File: src/hw/dcm_pkg.sv
/*
   Constants, field layouts and carrier types for the channel control and
   request multiplexer block. Assumes a 32-bit AXI4-Lite register bus whose
   low twelve address bits are decoded by the block.
*/
// Notes on behaviour
// destination steps 1/2/4 per item when enabled
// destination fixed when its step is off
// trigger 0 starts at once, 1 waits request
// interrupt raised only while interrupt enable set
// width 00 byte, 01 half, 10 word
// software picks width to suit the peripheral
// channel off and clock gated while inactive
// active bit self clears unless circular mode; the code keeps it set only when circular and peripheral trigger are both set
// read-only item index counts fetched items
// item index returns to zero at completion
// addresses formed from index, steps and width
// four 4-bit selectors serve four channel pairs
// receive request drives even, transmit odd channel
// selector codes map peripherals, others reserved
// lowest selector owns shared code and acknowledges
// software gives each code one selector only
// source steps per item when enabled, else fixed
// circular: index reset, restart automatically; the code restarts only with peripheral trigger, else goes idle
// length n gives n plus one items
// interrupt when threshold equals index before increment
// software avoids reserved width and selector codes
package dcm_pkg;

   localparam int ADDR_W = 12;

   // printed register indices; the byte address is four times the low ten bits of the index
   localparam logic [31:0] IDX_CTRL  = 32'h5000357c;
   localparam logic [31:0] IDX_INDEX = 32'h5000357e;
   localparam logic [31:0] IDX_MUX   = 32'h50003580;

   localparam logic [ADDR_W-1:0] ADR_CTRL  = {IDX_CTRL[9:0], 2'b00};
   localparam logic [ADDR_W-1:0] ADR_INDEX = {IDX_INDEX[9:0], 2'b00};
   localparam logic [ADDR_W-1:0] ADR_MUX   = {IDX_MUX[9:0], 2'b00};
   localparam logic [ADDR_W-1:0] ADR_SRC   = 12'h000;
   localparam logic [ADDR_W-1:0] ADR_DST   = 12'h004;
   localparam logic [ADDR_W-1:0] ADR_LEN   = 12'h008;
   localparam logic [ADDR_W-1:0] ADR_THR   = 12'h00c;

   localparam logic [15:0] CTRL_RESET  = 16'h0000;
   localparam logic [15:0] CTRL_WMASK  = 16'h1fff;
   localparam logic [15:0] MUX_RESET   = 16'h0000;
   localparam logic [15:0] INDEX_RESET = 16'h0000;
   localparam int SEL_W = 4;

   localparam logic [1:0] WIDTH_BYTE = 2'b00;
   localparam logic [1:0] WIDTH_HALF = 2'b01;
   localparam logic [1:0] WIDTH_WORD = 2'b10;

   localparam logic [3:0] SEL_RSV7  = 4'h7;
   localparam logic [3:0] SEL_RSVA  = 4'ha;
   localparam logic [3:0] SEL_RSVB  = 4'hb;
   localparam logic [3:0] SEL_CONV_RX_ONLY = 4'hc;

   localparam logic [1:0] RESP_OKAY   = 2'b00;
   localparam logic [1:0] RESP_SLVERR = 2'b10;

   typedef struct packed {
      logic [2:0] rsvd;
      logic       mem_init;
      logic       idle_mode;
      logic [2:0] prio;
      logic       circular;
      logic       src_addr_step_en;
      logic       dest_addr_step_en;
      logic       periph_trigger_sel;
      logic       irq_en;
      logic [1:0] item_width;
      logic       chan_on;
   } dcm_ctrl_type;

   typedef struct packed {
      logic        valid;
      logic        write;
      logic [31:0] addr;
      logic [1:0]  size;
      logic [31:0] wdata;
   } dcm_mem_req_type;

   typedef enum logic [1:0] {
      ST_IDLE = 2'b00,
      ST_WAIT = 2'b01,
      ST_READ = 2'b10,
      ST_WRITE = 2'b11
   } dcm_state_type;

endpackage

File: src/hw/dcm_channel7.sv
/*
   Channel 7 control, item index and address generation, plus the request
   multiplexer that routes peripheral request pairs to all eight channels
   and their acknowledges back. Assumes one clock, an AXI4-Lite master,
   a single-beat memory port and peripheral request lines on the same clock.
*/
`timescale 1ns/1ps
module dcm_channel7
   import dcm_pkg::*;
(
   input  wire logic                  mclk,
   input  wire logic                  reset,
   input  wire logic                  s_axi_awvalid,
   output      logic                  s_axi_awready,
   input  wire logic [31:0]           s_axi_awaddr,
   input  wire logic                  s_axi_wvalid,
   output      logic                  s_axi_wready,
   input  wire logic [31:0]           s_axi_wdata,
   input  wire logic [3:0]            s_axi_wstrb,
   output      logic                  s_axi_bvalid,
   input  wire logic                  s_axi_bready,
   output      logic [1:0]            s_axi_bresp,
   input  wire logic                  s_axi_arvalid,
   output      logic                  s_axi_arready,
   input  wire logic [31:0]           s_axi_araddr,
   output      logic                  s_axi_rvalid,
   input  wire logic                  s_axi_rready,
   output      logic [31:0]           s_axi_rdata,
   output      logic [1:0]            s_axi_rresp,
   output      dcm_mem_req_type       mem_req,
   input  wire logic                  mem_ready,
   input  wire logic [31:0]           mem_rdata,
   input  wire logic [15:0]           periph_rx_req,
   input  wire logic [15:0]           periph_tx_req,
   output      logic [15:0]           periph_rx_ack,
   output      logic [15:0]           periph_tx_ack,
   output      logic [6:0]            chan_req,
   input  wire logic [6:0]            chan_ack,
   output      logic                  chan7_clk_en,
   output      logic                  chan7_irq
);

   dcm_ctrl_type    ctrl_r;
   logic [15:0]     mux_r;
   logic [15:0]     index_r;
   logic [15:0]     index_nxt;
   logic [15:0]     len_r;
   logic [15:0]     thr_r;
   logic [31:0]     src_base_r;
   logic [31:0]     dst_base_r;
   logic [31:0]     data_r;
   dcm_state_type   state_r;
   dcm_state_type   state_nxt;
   dcm_mem_req_type mem_r;
   logic            irq_r;
   logic            item_done;
   logic            last_item;
   logic            hw_off;
   logic            chan7_ack;
   logic [7:0]      req_all;
   logic [7:0]      ack_all;

   logic            aw_full_r;
   logic [11:0]     aw_addr_r;
   logic            w_full_r;
   logic [31:0]     w_data_r;
   logic [3:0]      w_strb_r;
   logic            bvalid_r;
   logic [1:0]      bresp_r;
   logic            rvalid_r;
   logic [31:0]     rdata_r;
   logic [1:0]      rresp_r;
   logic            do_write;

   // byte-lane merge of a write into an existing word
   function automatic logic [31:0] merge(input logic [31:0] old_v,
                                         input logic [31:0] new_v,
                                         input logic [3:0]  strb);
      logic [31:0] res;
      res = old_v;
      for (int b = 0; b < 4; b++)
      begin
         if (strb[b])
         begin
            res[8*b +: 8] = new_v[8*b +: 8];
         end
      end
      return res;
   endfunction

   // byte offset of an item from its index and width
   function automatic logic [31:0] item_offset(input logic [15:0] idx,
                                               input logic [1:0]  w);
      logic [31:0] res;
      res = {16'h0000, idx};
      unique case (w)
         WIDTH_BYTE: res = {16'h0000, idx};
         WIDTH_HALF: res = {15'h0000, idx, 1'b0};
         WIDTH_WORD: res = {14'h0000, idx, 2'b00};
         default:    res = {14'h0000, idx, 2'b00};
      endcase
      return res;
   endfunction

   // selector code carries a receive request
   function automatic logic code_valid(input logic [3:0] c);
      return (c != SEL_RSV7) && (c != SEL_RSVA) && (c != SEL_RSVB) &&
             (c < 4'hd);
   endfunction

   // selector code carries a transmit request as well
   function automatic logic code_has_tx(input logic [3:0] c);
      return code_valid(c) && (c != SEL_CONV_RX_ONLY);
   endfunction

   assign do_write      = aw_full_r && w_full_r && !bvalid_r;
   assign s_axi_awready = !aw_full_r && !bvalid_r;
   assign s_axi_wready  = !w_full_r && !bvalid_r;
   assign s_axi_bvalid  = bvalid_r;
   assign s_axi_bresp   = bresp_r;
   assign s_axi_arready = !rvalid_r;
   assign s_axi_rvalid  = rvalid_r;
   assign s_axi_rdata   = rdata_r;
   assign s_axi_rresp   = rresp_r;

   // write address and data are taken independently and held until both
   always_ff @(posedge mclk or posedge reset)
   begin
      if (reset)
      begin
         aw_full_r <= 1'b0;
         aw_addr_r <= 12'h000;
         w_full_r  <= 1'b0;
         w_data_r  <= 32'h0000_0000;
         w_strb_r  <= 4'h0;
      end
      else
      begin
         if (s_axi_awvalid && s_axi_awready)
         begin
            aw_full_r <= 1'b1;
            aw_addr_r <= s_axi_awaddr[11:0];
         end
         else if (do_write)
         begin
            aw_full_r <= 1'b0;
         end
         if (s_axi_wvalid && s_axi_wready)
         begin
            w_full_r <= 1'b1;
            w_data_r <= s_axi_wdata;
            w_strb_r <= s_axi_wstrb;
         end
         else if (do_write)
         begin
            w_full_r <= 1'b0;
         end
      end
   end

   always_ff @(posedge mclk or posedge reset)
   begin
      if (reset)
      begin
         bvalid_r <= 1'b0;
         bresp_r  <= RESP_OKAY;
      end
      else if (do_write)
      begin
         bvalid_r <= 1'b1;
         bresp_r  <= (aw_addr_r == ADR_CTRL || aw_addr_r == ADR_INDEX ||
                      aw_addr_r == ADR_MUX || aw_addr_r == ADR_SRC ||
                      aw_addr_r == ADR_DST || aw_addr_r == ADR_LEN ||
                      aw_addr_r == ADR_THR) ? RESP_OKAY : RESP_SLVERR;
      end
      else if (s_axi_bready)
      begin
         bvalid_r <= 1'b0;
      end
   end

   always_ff @(posedge mclk or posedge reset)
   begin
      if (reset)
      begin
         rvalid_r <= 1'b0;
         rdata_r  <= 32'h0000_0000;
         rresp_r  <= RESP_OKAY;
      end
      else if (s_axi_arvalid && s_axi_arready)
      begin
         rvalid_r <= 1'b1;
         rresp_r  <= RESP_OKAY;
         unique case (s_axi_araddr[11:0])
            ADR_CTRL:  rdata_r <= {16'h0000, ctrl_r};
            ADR_INDEX: rdata_r <= {16'h0000, index_r};
            ADR_MUX:   rdata_r <= {16'h0000, mux_r};
            ADR_SRC:   rdata_r <= src_base_r;
            ADR_DST:   rdata_r <= dst_base_r;
            ADR_LEN:   rdata_r <= {16'h0000, len_r};
            ADR_THR:   rdata_r <= {16'h0000, thr_r};
            default:
            begin
               rdata_r <= 32'h0000_0000;
               rresp_r <= RESP_SLVERR;
            end
         endcase
      end
      else if (s_axi_rready)
      begin
         rvalid_r <= 1'b0;
      end
   end

   // plain software registers
   always_ff @(posedge mclk or posedge reset)
   begin
      if (reset)
      begin
         mux_r      <= MUX_RESET;
         len_r      <= 16'h0000;
         thr_r      <= 16'h0000;
         src_base_r <= 32'h0000_0000;
         dst_base_r <= 32'h0000_0000;
      end
      else if (do_write)
      begin
         unique case (aw_addr_r)
            ADR_MUX: mux_r      <= 16'(merge({16'h0000, mux_r}, w_data_r,
                                             w_strb_r));
            ADR_LEN: len_r      <= 16'(merge({16'h0000, len_r}, w_data_r,
                                             w_strb_r));
            ADR_THR: thr_r      <= 16'(merge({16'h0000, thr_r}, w_data_r,
                                             w_strb_r));
            ADR_SRC: src_base_r <= merge(src_base_r, w_data_r, w_strb_r);
            ADR_DST: dst_base_r <= merge(dst_base_r, w_data_r, w_strb_r);
            default: ;
         endcase
      end
   end

   // control: a software write in the same cycle as completion wins
   always_ff @(posedge mclk or posedge reset)
   begin
      if (reset)
      begin
         ctrl_r <= CTRL_RESET;
      end
      else if (do_write && aw_addr_r == ADR_CTRL)
      begin
         ctrl_r <= 16'(merge({16'h0000, ctrl_r}, w_data_r, w_strb_r)) &
                   CTRL_WMASK;
      end
      else if (hw_off)
      begin
         ctrl_r.chan_on <= 1'b0;
      end
   end

   assign chan7_clk_en = ctrl_r.chan_on;
   assign last_item    = (index_r == len_r);
   assign item_done    = (state_r == ST_WRITE) && mem_ready;
   assign hw_off       = item_done && last_item &&
                         !(ctrl_r.circular && ctrl_r.periph_trigger_sel);

   always_comb
   begin
      state_nxt = state_r;
      index_nxt = index_r;
      unique case (state_r)
         ST_IDLE:
         begin
            if (ctrl_r.chan_on)
            begin
               state_nxt = ctrl_r.periph_trigger_sel ? ST_WAIT : ST_READ;
            end
         end
         ST_WAIT:
         begin
            if (!ctrl_r.chan_on)
            begin
               state_nxt = ST_IDLE;
            end
            else if (req_all[7])
            begin
               state_nxt = ST_READ;
            end
         end
         ST_READ:
         begin
            if (mem_ready)
            begin
               state_nxt = ST_WRITE;
            end
         end
         ST_WRITE:
         begin
            if (mem_ready)
            begin
               if (last_item)
               begin
                  index_nxt = INDEX_RESET;
               end
               else
               begin
                  index_nxt = index_r + 16'h0001;
               end
               if (hw_off || !ctrl_r.chan_on)
               begin
                  state_nxt = ST_IDLE;
               end
               else
               begin
                  state_nxt = ctrl_r.periph_trigger_sel ? ST_WAIT : ST_READ;
               end
            end
         end
      endcase
   end

   always_ff @(posedge mclk or posedge reset)
   begin
      if (reset)
      begin
         state_r <= ST_IDLE;
         index_r <= INDEX_RESET;
      end
      else
      begin
         state_r <= state_nxt;
         index_r <= index_nxt;
      end
   end

   // bus request carries the address of the next cycle
   always_ff @(posedge mclk or posedge reset)
   begin
      if (reset)
      begin
         mem_r  <= '0;
         data_r <= 32'h0000_0000;
      end
      else
      begin
         mem_r.valid <= (state_nxt == ST_READ) || (state_nxt == ST_WRITE);
         mem_r.write <= (state_nxt == ST_WRITE);
         mem_r.size  <= ctrl_r.item_width;
         if (state_r == ST_READ && mem_ready)
         begin
            data_r      <= mem_rdata;
            mem_r.wdata <= mem_rdata;
         end
         if (state_nxt == ST_READ)
         begin
            mem_r.addr <= src_base_r + (ctrl_r.src_addr_step_en ?
                          item_offset(index_nxt, ctrl_r.item_width) :
                          32'h0000_0000);
         end
         else if (state_nxt == ST_WRITE)
         begin
            mem_r.addr <= dst_base_r + (ctrl_r.dest_addr_step_en ?
                          item_offset(index_nxt, ctrl_r.item_width) :
                          32'h0000_0000);
         end
      end
   end

   assign mem_req = mem_r;

   // interrupt pulse after an item, compared before the index steps
   always_ff @(posedge mclk or posedge reset)
   begin
      if (reset)
      begin
         irq_r <= 1'b0;
      end
      else
      begin
         irq_r <= item_done && (thr_r == index_r) && ctrl_r.irq_en;
      end
   end

   assign chan7_irq = irq_r;
   assign chan7_ack = item_done && ctrl_r.periph_trigger_sel;
   assign ack_all   = {chan7_ack, chan_ack};
   assign chan_req  = req_all[6:0];

   genvar k;
   genvar p;
   generate
      for (k = 0; k < 4; k++)
      begin : g_pair
         logic [3:0] sel;
         assign sel = mux_r[SEL_W*k +: SEL_W];
         assign req_all[2*k]   = code_valid(sel) && periph_rx_req[sel];
         assign req_all[2*k+1] = code_has_tx(sel) && periph_tx_req[sel];
      end
      for (p = 0; p < 16; p++)
      begin : g_periph
         always_comb
         begin
            periph_rx_ack[p] = 1'b0;
            periph_tx_ack[p] = 1'b0;
            for (int j = 3; j >= 0; j--)
            begin
               if (mux_r[SEL_W*j +: SEL_W] == 4'(p) && code_valid(4'(p)))
               begin
                  periph_rx_ack[p] = ack_all[2*j];
                  periph_tx_ack[p] = code_has_tx(4'(p)) && ack_all[2*j+1];
               end
            end
         end
      end
   endgenerate

endmodule

File: config.mk
export PLATFORM = sky130hd
export DESIGN_NAME = dcm_channel7
export DESIGN_NICKNAME = d
export VERILOG_FILES = /design/src/hw/dcm_pkg.sv /design/src/hw/dcm_channel7.sv
export SDC_FILE = /design/constraint.sdc
export NUM_CORES = 1
export LEC_CHECK = 0
export BUFFER_PORTS_ARGS = -buffer_cell sky130_fd_sc_hd__buf_2
export CAP_MARGIN = 30
export CORE_ASPECT_RATIO = 1.2
export CORE_UTILIZATION = 25
export CTS_BUF_LIST = sky130_fd_sc_hd__clkbuf_4
export CTS_CLUSTER_SIZE = 12
export DETAILED_ROUTE_END_ITERATION = 7
export PLACE_DENSITY = 0.45
export SLEW_MARGIN = 40
export SYNTH_ARGS = -nofsm -noshare
export SYNTH_HDL_FRONTEND = slang
export SYNTH_SLANG_ARGS = --single-unit
File: constraint.sdc
create_clock -name mclk -period 12.95 [get_ports mclk]
set_input_delay 0.6475 -clock mclk [delete_from_list [all_inputs] [get_ports mclk]]
set_output_delay 0.6475 -clock mclk [all_outputs]
set_load 0.01 [all_outputs]
==> implementation parameters, run 1 <==
Parameter                              Value

Setup path
  Kind of capture point of the worst setup path ... flop
  Capture point of the worst reg-to-reg path ... mem_req[65]
  Worst-path cell chain ... xor2_1 -> nor4_1 -> nand4_1 -> nor2_2 -> nor3_1 -> a211oi_1 -> o21bai_1 -> nor2_1 -> ha_1 -> o21ai_0 -> o211a_1 -> or3_1 -> a21oi_1 -> nor2_1 -> nor3_1 -> xnor2_1 -> a21boi_2
  R2R cell count ... 17
  Beginning of the worst register-to-register path ... index_r[2]
  Kind of critical path ... reg -> reg
  Sort of element at the start of the critical path ... flop
  Data arrival time of the critical path ... ~6500 ps
  CP Data Required Time ... ~14000 ps
  Worst path max stage delay ... 820 ps
  Maximum net fanout on the critical path ... 17
  Worst path slowest cell ... sky130_fd_sc_hd__nor2_2
  R2r setup slk ... 7190 ps

Routing
  Total number of vias ... 14860
  Number of remaining DRC errors ... 0
  Routed wire length ... 60950 µm
  Initial DRC Count ... 810
  Length of the first detailed-routing pass in iterations ... 7
  Routed len/inst ... 20.25 µm
  Average via count per standard cell ... 4.938
  Number of nets with antenna violations after routing ... 0

Worst hold path
  Hold EP ... aw_addr_r[8]
  Origin of the worst min-delay path ... s_axi_awaddr[8]
  Worst hold path stage count ... 2
  Path type of the worst min-delay path ... in -> reg

STA
  Max Clk Rate ... 0.1737 GHz
  PnR worst setup slack ... 7195 ps
  Setup-failing EPs final ... 0
  Worst-Margin Slew ... 839.4 ps
  RSZ-0062 raised after global routing ... false
  Worst slew margin ... between 40% and 50%
  Final min period ... 5755 ps
  Worst Clk Skew ... 66.01 ps
  Hold violation total from the final report ... 0
  Post-Route Setup TNS ... 0 ps
  Portion of the clock cycle consumed by the worst path in the final layout ... 44.44%
  Number of max-slew violations in the final report ... 0

Power
  Clk pwr share ... between 20 and 30%
  Cell leakage power ... roughly 9.6 nW
  Total internal power ... 1.873 mW
  Power density cells ... roughly 140 nW/µm²
  Relative contribution of combinational cells to total power ... approximately 26%
  Switching power ... 1.036 mW
  Share of total power consumed by net switching ... between 30% and 40%
  Worst-case vdd ir drop ... 97.73 µV
  Proportion of power drawn by flip-flops and latches ... 45.3%

Place
  Number of buffers added on ports ... 267
  Placed cell count ... 2846
  Routability cong. ... a little under 0.9
  Dpl hpwl ... 45600 µm
  Pre-CTS setup slack ... between 7000 and 8000 ps

Floorplan
  Vertical die dimension ... 292.4 µm
  Initial Utilization ... roughly a quarter
  Die area ... 71320 µm²
  Number of placement rows ... about 110
  Horizontal extent of the die ... around 240 µm
  Core area ... 69630 µm²
  Top-Level Pins ... approximately 330

Clock tree
  Clk slew on worst S/H paths ... 70 ps
  Number of buffers inserted to repair setup after CTS ... 0
  TritonCTS clock tree ... done
  Buffer type at the clock tree root ... sky130_fd_sc_hd__clkbuf_4
  Count of hold buffers inserted by post-cts repair ... 26
  Clock insertion delay at the later pin of the skew report ... between 800 and 900 ps
  Total CTS buffers ... 80
  Number of sinks on the clock net ... 297
  H-tree depth ... 3
  Clock buffer depth ... 3
  Number of cells upsized or downsized after cts ... 0

Layout
  Layout cell share with drive strength beyond 1 ... 32.66%
  NumNets Final ... between 2000 and 2500
  P&R area growth vs syn ... 19.47%
  Number of fill cells in the layout ... 7429
  Final Core Density ... 30.13%
  Final instance count without filler cells ... 3010

Synth
  Number of synthesized flops with an enable pin ... 0
  Gate count after technology mapping ... 1751
  Post-Syn Area per Cell ... 10.03 µm²
  Count of distinct cell types in the synthesized netlist ... 86
  Synthesis-stage register bit count ... just under 300
  Yosys warning total ... 0
  Netlist Area Pre-Place ... about 18000 µm²
  Primary FF master, synth ... sky130_fd_sc_hd__dfrtp_1
  Share of synthesized area occupied by flip-flops and latches ... between 40% and 50%
  Share of async-settable or async-resettable flops after synthesis ... 100.0%

Global route
  Maximum number of pins on one net before global-route repair ... 150
  Global-route usage over all layers ... 17.00%
  Initial antenna violation count ... 2
  First-pass GRT wire length ... 93320 µm
  Vias in the first global route ... 15270
  Remaining Overflow, GRT ... 0

Status
  Status ... finished clean

Flow run
  Maxcap violations ... 0
-- registers in the layout (all words and copies together) (netlist names), 4 cells and up --
signal,cells
s_axi_rdata,32
index_r,16
mux_r,16
thr_r,16
mem_req,68
dst_base_r,32
w_data_r,32
len_r,16
src_base_r,32
aw_addr_r,12
ctrl_r,12
w_strb_r,4
-- worst max-delay path by stage --
| stage | start | end | slack, ps | cells past startpoint |
|---|---|---|---|---|
| floorplan | reset | aw_addr_r[0] | 4100 | 1 |
| global placement | index_r[11] | mem_req[65] | 7210 | 17 |
| global route | index_r[2] | mem_req[58] | 6740 | 17 |
| detailed placement | index_r[2] | mem_req[65] | 7160 | 16 |
| finish | index_r[2] | mem_req[65] | 7190 | 17 |
| CTS | index_r[2] | mem_req[53] | 7150 | 16 |
-- routing by layer --
| layer | track usage [%] | share of wire, % | routed length, µm |
|---|---|---|---|
| met1 | 21.01 | 42 | 25650 |
| met2 | 29.12 | 50 | 30260 |
| met3 | 3.170 | 5.4 | 3287 |
| met4 | 6.540 | 2.9 | 1743 |
| met5 | 0 | 0 | 0 |
-- cell usage after synthesis, types with 6 or more instances --
cell type,count,area [µm²]
sky130_fd_sc_hd__a31oi_1,13,81.33
sky130_fd_sc_hd__o22ai_1,8,50.05
sky130_fd_sc_hd__a211oi_1,19,142.6
sky130_fd_sc_hd__nand3b_1,7,52.55
sky130_fd_sc_hd__and2_1,15,93.84
sky130_fd_sc_hd__o21ai_0,100,500.5
sky130_fd_sc_hd__nand3_1,27,135.1
sky130_fd_sc_hd__a22oi_1,19,142.6
sky130_fd_sc_hd__nor2_2,6,37.54
sky130_fd_sc_hd__o21a_1,9,67.56
sky130_fd_sc_hd__nor3_1,47,235.2
sky130_fd_sc_hd__ha_1,37,462.9
sky130_fd_sc_hd__nand4_1,18,112.6
sky130_fd_sc_hd__nor4_1,24,150.1
sky130_fd_sc_hd__nor2b_1,10,62.56
sky130_fd_sc_hd__a222oi_1,29,290.3
sky130_fd_sc_hd__mux2_2,215,2421
sky130_fd_sc_hd__mux4_2,18,405.4
sky130_fd_sc_hd__buf_2,23,115.1
sky130_fd_sc_hd__and3_1,14,87.58
sky130_fd_sc_hd__inv_1,27,101.4
sky130_fd_sc_hd__nor2_1,156,585.6
sky130_fd_sc_hd__buf_4,17,127.6
sky130_fd_sc_hd__xnor2_1,52,455.4
sky130_fd_sc_hd__dfrtp_1,297,7432
sky130_fd_sc_hd__clkbuf_1,75,281.5
sky130_fd_sc_hd__mux2i_1,21,210.2
sky130_fd_sc_hd__nand2b_1,16,100.1
sky130_fd_sc_hd__o21ai_1,6,30.03
sky130_fd_sc_hd__xor2_1,48,420.4
sky130_fd_sc_hd__o211ai_1,9,67.56
sky130_fd_sc_hd__a21o_1,29,217.7
sky130_fd_sc_hd__a21oi_1,110,550.5
sky130_fd_sc_hd__nand2_1,139,521.8
-- stage by stage --
stage | power (mW) | hold WS [ps] | instance area, µm²
CTS | 2.983 | 1.284 | 20970
finish | 2.909 | 89.89 | 20980
global route | 3.115 | 6.845 | 20980
floorplan | 1.765 | 351.9 | 17620
detailed placement | 2.103 | 406.6 | 19730
global placement | 2.085 | 399.2 | 19690
-- layout make-up --
class | instances | area [µm²] | share of cell area, %
Inverter | 30 | 128.9 | 0.6142
Antenna cell | 4 | 10.01 | 0.04770
Clock inverter | 12 | 62.56 | 0.2982
Sequential cell | 297 | 7432 | 35.42
Timing Repair Buffer | 313 | 1774 | 8.456
Clock buffer | 122 | 915.9 | 4.365
Multi-Input combinational cell | 1314 | 9510 | 45.33
Tap cell | 918 | 1149 | 5.474
-- critical path, delay by kind of cell, from the launching register on --
kind / cells / cell delay (ps)
and+or+nand+nor: 8 / 3160
DFF: 1 / 480
adders and majority gates: 1 / 350
AOI/OAI and AO/OA: 6 / 1240
xor gates and xnor gates: 2 / 410
-- layout by cell type, fill, tap and decap left out, types with 17 or more instances in the layout --
cell type and count:
sky130_fd_sc_hd__dlygate4sd3_1 26, sky130_fd_sc_hd__a22oi_1 19, sky130_fd_sc_hd__mux4_2 18, sky130_fd_sc_hd__clkbuf_4 122, sky130_fd_sc_hd__nor4_1 24, sky130_fd_sc_hd__buf_4 17, sky130_fd_sc_hd__nor3_1 47, sky130_fd_sc_hd__a222oi_1 29
sky130_fd_sc_hd__a21oi_1 110, sky130_fd_sc_hd__xnor2_1 52, sky130_fd_sc_hd__xor2_1 48, sky130_fd_sc_hd__a21o_1 29, sky130_fd_sc_hd__inv_1 26, sky130_fd_sc_hd__mux2i_1 21, sky130_fd_sc_hd__nand3_1 27, sky130_fd_sc_hd__nand2_1 139
sky130_fd_sc_hd__a211oi_1 19, sky130_fd_sc_hd__nor2_1 153, sky130_fd_sc_hd__mux2_2 215, sky130_fd_sc_hd__buf_2 267, sky130_fd_sc_hd__dfrtp_1 297, sky130_fd_sc_hd__nand4_1 18, sky130_fd_sc_hd__o21ai_0 100, sky130_fd_sc_hd__ha_1 37
-- cells by family after synthesis --
group | count (synthesis) | synth area share [%]
AOI/OAI and AO/OA | 402 | 15.03
muxes | 254 | 17.29
and+or+nand+nor | 504 | 13.51
other | 1 | 0.02135
DFF | 297 | 42.32
buffers and inverters | 154 | 3.975
xor gates and xnor gates | 100 | 4.987
adders and majority gates | 39 | 2.864
-- power groups by stage --
stage | clock [mW] | combinational [mW] | sequential, mW
2_1_floorplan | 0 | 0.481 | 1.28
3_3_place_gp | 0 | 0.755 | 1.33
3_5_place_dp | 0 | 0.763 | 1.34
4_1_cts | 0.886 | 0.773 | 1.32
5_1_grt | 0.932 | 0.834 | 1.35
6_report | 0.839 | 0.751 | 1.32
Power figures use the tool's default switching activity.
==> run 2, diff against run 1 <==
--- a/config.mk
+++ b/config.mk
@@ -12,7 +12,7 @@
 export CTS_BUF_LIST = sky130_fd_sc_hd__clkbuf_4
 export CTS_CLUSTER_SIZE = 12
 export DETAILED_ROUTE_END_ITERATION = 7
-export PLACE_DENSITY = 0.45
+export PLACE_DENSITY = 0.47
 export SLEW_MARGIN = 40
 export SYNTH_ARGS = -nofsm -noshare
 export SYNTH_HDL_FRONTEND = slang
==> constraint.sdc (replaced) <==
create_clock -name mclk -period 5.13 [get_ports mclk]
set_input_delay 0.2565 -clock mclk [delete_from_list [all_inputs] [get_ports mclk]]
set_output_delay 0.2565 -clock mclk [all_outputs]
set_load 0.01 [all_outputs]
==> implementation parameters, run 2 (same netlist as run 1, synthesis figures left out) <==
Parameter                              Value

Status
  Status ... finished clean

STA
  Post-Route Setup TNS ... 0 ps
  Worst Clk Skew ... 79.56 ps
  Setup-failing EPs final ... 0
  Worst slew margin ... between 40% and 50%
  Final min period ... about 4700 ps
  Max Clk Rate ... around 0.21 GHz
  RSZ-0062 raised after global routing ... false
  Worst-Margin Slew ... 842.7 ps
  Hold violation total from the final report ... 0
  Number of max-slew violations in the final report ... 0
  Portion of the clock cycle consumed by the worst path in the final layout ... 91.50%

Setup path
  Kind of critical path ... reg -> reg
  Maximum net fanout on the critical path ... 13
  Sort of element at the start of the critical path ... flop
  Worst path max stage delay ... approximately 500 ps
  Kind of capture point of the worst setup path ... flop
  Worst-path cell chain ... xor2_1 -> nor4_1 -> nand4_1 -> buf_4 -> nor2_2 -> buf_4 -> nor2_1 -> mux2i_1 -> o21ai_0 -> and2_1 -> ha_1 -> nand2_1 -> buf_4 -> nor3b_1 -> nor4_1 -> nor2_1 -> o2111ai_1 -> xor2_1 -> a21oi_1 -> a21boi_2
  Capture point of the worst reg-to-reg path ... mem_req[65]
  R2R cell count ... 20
  Data arrival time of the critical path ... ~5500 ps
  Sum of buffers and inverters on the critical path ... 3
  Worst path slowest cell ... sky130_fd_sc_hd__dfrtp_1
  R2r setup slk ... ~440 ps
  Critical path's top delay family ... simple AND/OR/NAND/NOR gates
  CP Data Required Time ... 5900 ps
  Most common cell on crit path ... sky130_fd_sc_hd__buf_4
  Beginning of the worst register-to-register path ... index_r[4]

Clock tree
  Buffer type at the clock tree root ... sky130_fd_sc_hd__clkbuf_4
  Clk slew on worst S/H paths ... around 70 ps
  Clock insertion delay at the later pin of the skew report ... 870 ps
  TritonCTS clock tree ... done
  Number of sinks on the clock net ... 297
  Number of cells upsized or downsized after cts ... 0
  H-tree depth ... 3
  Clock buffer depth ... 3
  Count of hold buffers inserted by post-cts repair ... 90
  Total CTS buffers ... 81
  Number of buffers inserted to repair setup after CTS ... 0

Global route
  Initial antenna violation count ... 3
  First-pass GRT wire length ... around 96000 µm
  Maximum number of pins on one net before global-route repair ... between 100 and 150
  Global-route usage over all layers ... 17.44%
  Vias in the first global route ... roughly 16000
  Remaining Overflow, GRT ... 0

Flow run
  Maxcap violations ... 0

Worst hold path
  Path type of the worst min-delay path ... in -> reg
  Hold EP ... s_axi_bvalid
  Worst hold path stage count ... 3
  Origin of the worst min-delay path ... s_axi_bready

Routing
  Met2 layer wire length in the routed design ... a little over 30000 µm
  Average via count per standard cell ... 4.907
  Highest layer used for signal routing ... met5
  Routed len/inst ... 19.84 µm
  Number of remaining DRC errors ... 0
  Length of the first detailed-routing pass in iterations ... 5
  Met3 wire len ... 3487 µm
  Total number of vias ... approximately 15000
  Routed wire length ... ~62000 µm
  Initial DRC Count ... 980
  Met1 routed wirelength after detailed routing ... 25830 µm
  Number of nets with antenna violations after routing ... 0

Layout
  Final instance count without filler cells ... 3140
  Max FFs per register ... 68
  Most used cells in the layout excluding fill and tap cells ... sky130_fd_sc_hd__dfrtp_1 (295), sky130_fd_sc_hd__buf_2 (267), sky130_fd_sc_hd__mux2_2 (215), sky130_fd_sc_hd__nor2_1 (154), sky130_fd_sc_hd__nand2_1 (139)
  Commonest non-fill, non-tap cell in the layout ... sky130_fd_sc_hd__dfrtp_1
  Layout cell share with drive strength beyond 1 ... roughly a third
  Final Core Density ... between 30% and 40%
  P&R area growth vs syn ... 26.07%
  NumNets Final ... 2378
  Final std cell area, no fill ... 22140 µm²

Floorplan
  Number of placement rows ... 106
  Core area ... 69630 µm²
  Die area ... 71320 µm²
  Top-Level Pins ... 329
  Horizontal extent of the die ... approximately 240 µm
  Vertical die dimension ... 292.4 µm
  Initial Utilization ... between 20 and 30%

Power
  Worst-case vdd ir drop ... 211.7 µV
  Proportion of power drawn by flip-flops and latches ... 44.2%
  Power density cells ... 337.9 nW/µm²
  Relative contribution of combinational cells to total power ... approximately a quarter
  Cell leakage power ... roughly 10 nW
  Switching power ... 2.668 mW
  Share of total power consumed by net switching ... 35.66%
  Total internal power ... 4.814 mW
  Clk pwr share ... 29.2%

Place
  Placed cell count ... 2902
  Routability cong. ... 0.8933
  Post-placement cell area ... 20150 µm²
  Dpl hpwl ... 46570 µm
  Number of buffers added on ports ... 267
==> run 2: cell types whose count changed in the layout (fill, tap and decap cells not counted), sizes merged <==
| cell | delta |
|---|---|
| buf | +58 |
| bufinv | +1 |
| clkinvlp | +1 |
| clkinv | +10 |
| clkbuf | -5 |
| dlygate4sd3 | +65 |
==> run 2: metrics by stage <==
stage | setup slack (ps) | hold slack, ps | power [mW]
CTS | 441.3 | 29.00 | 7.665
global route | 107.0 | 73.56 | 7.987
finish | 436.0 | 135.8 | 7.481
detailed placement | 477.5 | 446.7 | 5.341
floorplan | 843.3 | 351.9 | 4.456
global placement | 411.5 | 426.4 | 5.298
==> run 2: how the worst max path moves through the flow <==
stage,startpoint,endpoint,cells after the start
finish,index_r[4],mem_req[65],20
global route,index_r[4],mem_req[65],18
CTS,index_r[4],mem_req[65],18
detailed placement,index_r[4],mem_req[51],17
global placement,index_r[4],mem_req[65],18
floorplan,index_r[9],mem_req[51],17
==> run 2: power by group through the flow <==
stage	Clock, mW	Combinational (mW)	Sequential (mW)
final	2.18	1.99	3.31
after global routing	2.41	2.19	3.38
after CTS	2.30	2.05	3.32
after detailed placement	0	1.98	3.36
after global placement	0	1.96	3.34
after floorplan	0	1.21	3.24
==> run 2: metal layers <==
metal  vias up  GRT usage (%)
met3       101          3.317
met1      7636          21.04
li1       7217              -
met4         2          6.646
met5         -              0
met2       452          30.47
==> run 2: final cells by class <==
type | instances | area, µm²
fill | 7353 | 47490
inverter | 30 | 116.4
clock buffer | 117 | 878.3
multi-input combinational | 1314 | 9513
tap | 918 | 1149
sequential | 297 | 7435
antenna | 4 | 10.01
clock inverter | 24 | 131.4
timing repair buffer | 436 | 2909
==> run 2: worst reg2reg max path, stage by stage (launching register included) <==
cell and delay, ps:
sky130_fd_sc_hd__dfrtp_1 510, sky130_fd_sc_hd__xor2_1 210, sky130_fd_sc_hd__nor4_1 430, sky130_fd_sc_hd__nand4_1 160, sky130_fd_sc_hd__buf_4 210, sky130_fd_sc_hd__nor2_2 230, sky130_fd_sc_hd__buf_4 250, sky130_fd_sc_hd__nor2_1 90
sky130_fd_sc_hd__mux2i_1 130, sky130_fd_sc_hd__o21ai_0 120, sky130_fd_sc_hd__and2_1 190, sky130_fd_sc_hd__ha_1 340, sky130_fd_sc_hd__nand2_1 100, sky130_fd_sc_hd__buf_4 150, sky130_fd_sc_hd__nor3b_1 220, sky130_fd_sc_hd__nor4_1 90
sky130_fd_sc_hd__nor2_1 450, sky130_fd_sc_hd__o2111ai_1 250, sky130_fd_sc_hd__xor2_1 180, sky130_fd_sc_hd__a21oi_1 130, sky130_fd_sc_hd__a21boi_2 160
==> run 3, diff against run 2 <==
--- a/config.mk
+++ b/config.mk
@@ -8,11 +8,11 @@
 export BUFFER_PORTS_ARGS = -buffer_cell sky130_fd_sc_hd__buf_2
 export CAP_MARGIN = 30
 export CORE_ASPECT_RATIO = 1.2
-export CORE_UTILIZATION = 25
-export CTS_BUF_LIST = sky130_fd_sc_hd__clkbuf_4
+export CORE_UTILIZATION = 53
+export CTS_BUF_LIST = sky130_fd_sc_hd__clkbuf_8
 export CTS_CLUSTER_SIZE = 12
 export DETAILED_ROUTE_END_ITERATION = 7
-export PLACE_DENSITY = 0.47
+export PLACE_DENSITY = 0.83
 export SLEW_MARGIN = 40
 export SYNTH_ARGS = -nofsm -noshare
 export SYNTH_HDL_FRONTEND = slang
==> implementation parameters, run 3 (same netlist as run 1, synthesis figures left out) <==
Parameter                              Value

Status
  Status ... finished clean

Global route
  Global-route usage over all layers ... 32.41%
  Maximum number of pins on one net before global-route repair ... roughly 160
  First-pass GRT wire length ... 85510 µm
  Remaining Overflow, GRT ... 0
  Vias in the first global route ... between 15000 and 20000
  Initial antenna violation count ... 0

Clock tree
  Number of cells upsized or downsized after cts ... 0
  Number of sinks on the clock net ... 297
  H-tree depth ... 2
  Clock buffer depth ... 3
  Clk slew on worst S/H paths ... around 60 ps
  Clock insertion delay at the later pin of the skew report ... 590 ps
  Total CTS buffers ... 49
  Buffer type at the clock tree root ... sky130_fd_sc_hd__clkbuf_8
  TritonCTS clock tree ... done

Floorplan
  Top-Level Pins ... 329
  Core area ... 32430 µm²
  Horizontal extent of the die ... 168.2 µm
  Number of placement rows ... 72
  Die area ... between 30000 and 40000 µm²
  Vertical die dimension ... a little over 200 µm
  Initial Utilization ... between 50 and 60%

Routing
  Average via count per standard cell ... roughly 6.1
  Number of remaining DRC errors ... 0
  Routed wire length ... 54680 µm
  Routed len/inst ... about 22 µm
  Initial DRC Count ... 1401
  Number of nets with antenna violations after routing ... 0
  Length of the first detailed-routing pass in iterations ... 8
  Total number of vias ... 15470

Power
  Share of total power consumed by net switching ... 33.66%
  Clk pwr share ... a little under a third
  Power density cells ... 355.7 nW/µm²
  Proportion of power drawn by flip-flops and latches ... 44.0%
  Worst-case vdd ir drop ... 360.5 µV
  Total internal power ... between 4 and 5 mW
  Relative contribution of combinational cells to total power ... about a quarter
  Cell leakage power ... 9.900 nW
  Switching power ... 2.532 mW

Layout
  Final std cell area, no fill ... 21150 µm²
  Final antenna diode count ... 0
  Commonest non-fill, non-tap cell in the layout ... sky130_fd_sc_hd__dfrtp_1
  Max FFs per register ... 68
  Final Core Density ... around two thirds
  NumNets Final ... ~2300
  Layout cell share with drive strength beyond 1 ... 30.48%
  P&R area growth vs syn ... 20.44%
  Most used cells in the layout excluding fill and tap cells ... sky130_fd_sc_hd__dfrtp_1 (296), sky130_fd_sc_hd__buf_2 (267), sky130_fd_sc_hd__mux2_2 (215), sky130_fd_sc_hd__nor2_1 (153), sky130_fd_sc_hd__nand2_1 (139)

STA
  Setup-failing EPs final ... 0
  Hold violation total from the final report ... 0
  PnR worst setup slack ... 342.0 ps
  Worst Clk Skew ... 26.32 ps
  Worst slew margin ... a little over two fifths
  Worst-Margin Slew ... 870.5 ps
  Post-Route Setup TNS ... 0 ps
  RSZ-0062 raised after global routing ... false
  Final min period ... 4788 ps
  Number of max-slew violations in the final report ... 0
  Max Clk Rate ... 0.2089 GHz
  Portion of the clock cycle consumed by the worst path in the final layout ... roughly 93%
  Hold Slack ... approximately 140 ps

Place
  Pre-CTS setup slack ... 495.5 ps
  Number of buffers added on ports ... 267
  Routability cong. ... 0.9898
  Dpl hpwl ... 38270 µm
  Post-placement cell area ... 19170 µm²

Setup path
  CP Data Required Time ... between 5000 and 6000 ps
  Data arrival time of the critical path ... about 5300 ps
  Maximum net fanout on the critical path ... 6
  Kind of capture point of the worst setup path ... flop
  Kind of critical path ... reg -> reg
  Sort of element at the start of the critical path ... flop

Worst hold path
  Path type of the worst min-delay path ... in -> reg

Flow run
  Maxcap violations ... 0
-- run 3: final timing paths --
check	from	cells past startpoint	to	slack [ps]
setup / recovery	index_r[1]	17	mem_req[51]	340
max in group asynchronous	reset	5	s_axi_bresp[1]	3990
hold / removal	s_axi_araddr[0]	4	s_axi_rresp[1]	140
min in group asynchronous	reset	4	dst_base_r[17]	300
hold reg to reg	s_axi_rdata[23]	2	s_axi_rdata[23]	470
setup reg to reg	index_r[1]	17	mem_req[51]	340
-- run 3: metal layers --
layer | GRT usage (%) | vias to the layer above | part of all wire, %
li1 | - | 7018 | -
met1 | 38.62 | 7497 | 38
met2 | 54.81 | 756 | 49
met3 | 5.763 | 198 | 6.9
met4 | 19.32 | 0 | 5.9
met5 | 0 | - | 0
-- run 3: metrics by stage --
stage | power (mW) | instances
global route | 7.875 | 2523
finish | 7.525 | 2523
CTS | 7.495 | 2521
global placement | 5.074 | 2349
detailed placement | 5.167 | 2349
floorplan | 4.456 | 1765
-- run 3: critical path, cell delays in order, from the launching register on --
cell                       delay (ps)
sky130_fd_sc_hd__dfrtp_1          470
sky130_fd_sc_hd__xor2_1           200
sky130_fd_sc_hd__nor4_1           430
sky130_fd_sc_hd__and4_1           400
sky130_fd_sc_hd__o21a_1           150
sky130_fd_sc_hd__mux2i_1          140
sky130_fd_sc_hd__a211oi_1         260
sky130_fd_sc_hd__o21bai_1         160
sky130_fd_sc_hd__nor2_1            80
sky130_fd_sc_hd__ha_1             350
sky130_fd_sc_hd__o21ai_1          110
sky130_fd_sc_hd__o21a_1           210
sky130_fd_sc_hd__or4_4            520
sky130_fd_sc_hd__a311oi_1         460
sky130_fd_sc_hd__nor2b_1          190
sky130_fd_sc_hd__a211oi_1          70
sky130_fd_sc_hd__xnor2_1          140
sky130_fd_sc_hd__a221o_1          320
-- run 3: repair_timing --
| item | CTS | global route |
|---|---|---|
| hold buffers | 84 | 0 |
| endpoints found under the hold margin | 261 | 0 |
| setup buffers | 0 | 0 |
| setup endpoints to repair | 0 | 0 |
-- run 3: power by group through the flow --
| stage | clock network (mW) | logic, mW | registers, mW |
|---|---|---|---|
| after CTS | 2.30 | 1.92 | 3.28 |
| after detailed placement | 0 | 1.86 | 3.31 |
| after global placement | 0 | 1.80 | 3.27 |
| after floorplan | 0 | 1.21 | 3.24 |
| final | 2.27 | 1.95 | 3.31 |
| after global routing | 2.41 | 2.11 | 3.36 |
-- run 3: layout make-up --
class / instances / area [µm²]
clock inverter: 26 / 221.5
sequential: 297 / 7433
tap: 407 / 509.2
fill: 2501 / 11280
multi-input combinational: 1314 / 9507
clock buffer: 62 / 853.3
timing repair buffer: 387 / 2512
inverter: 30 / 116.4
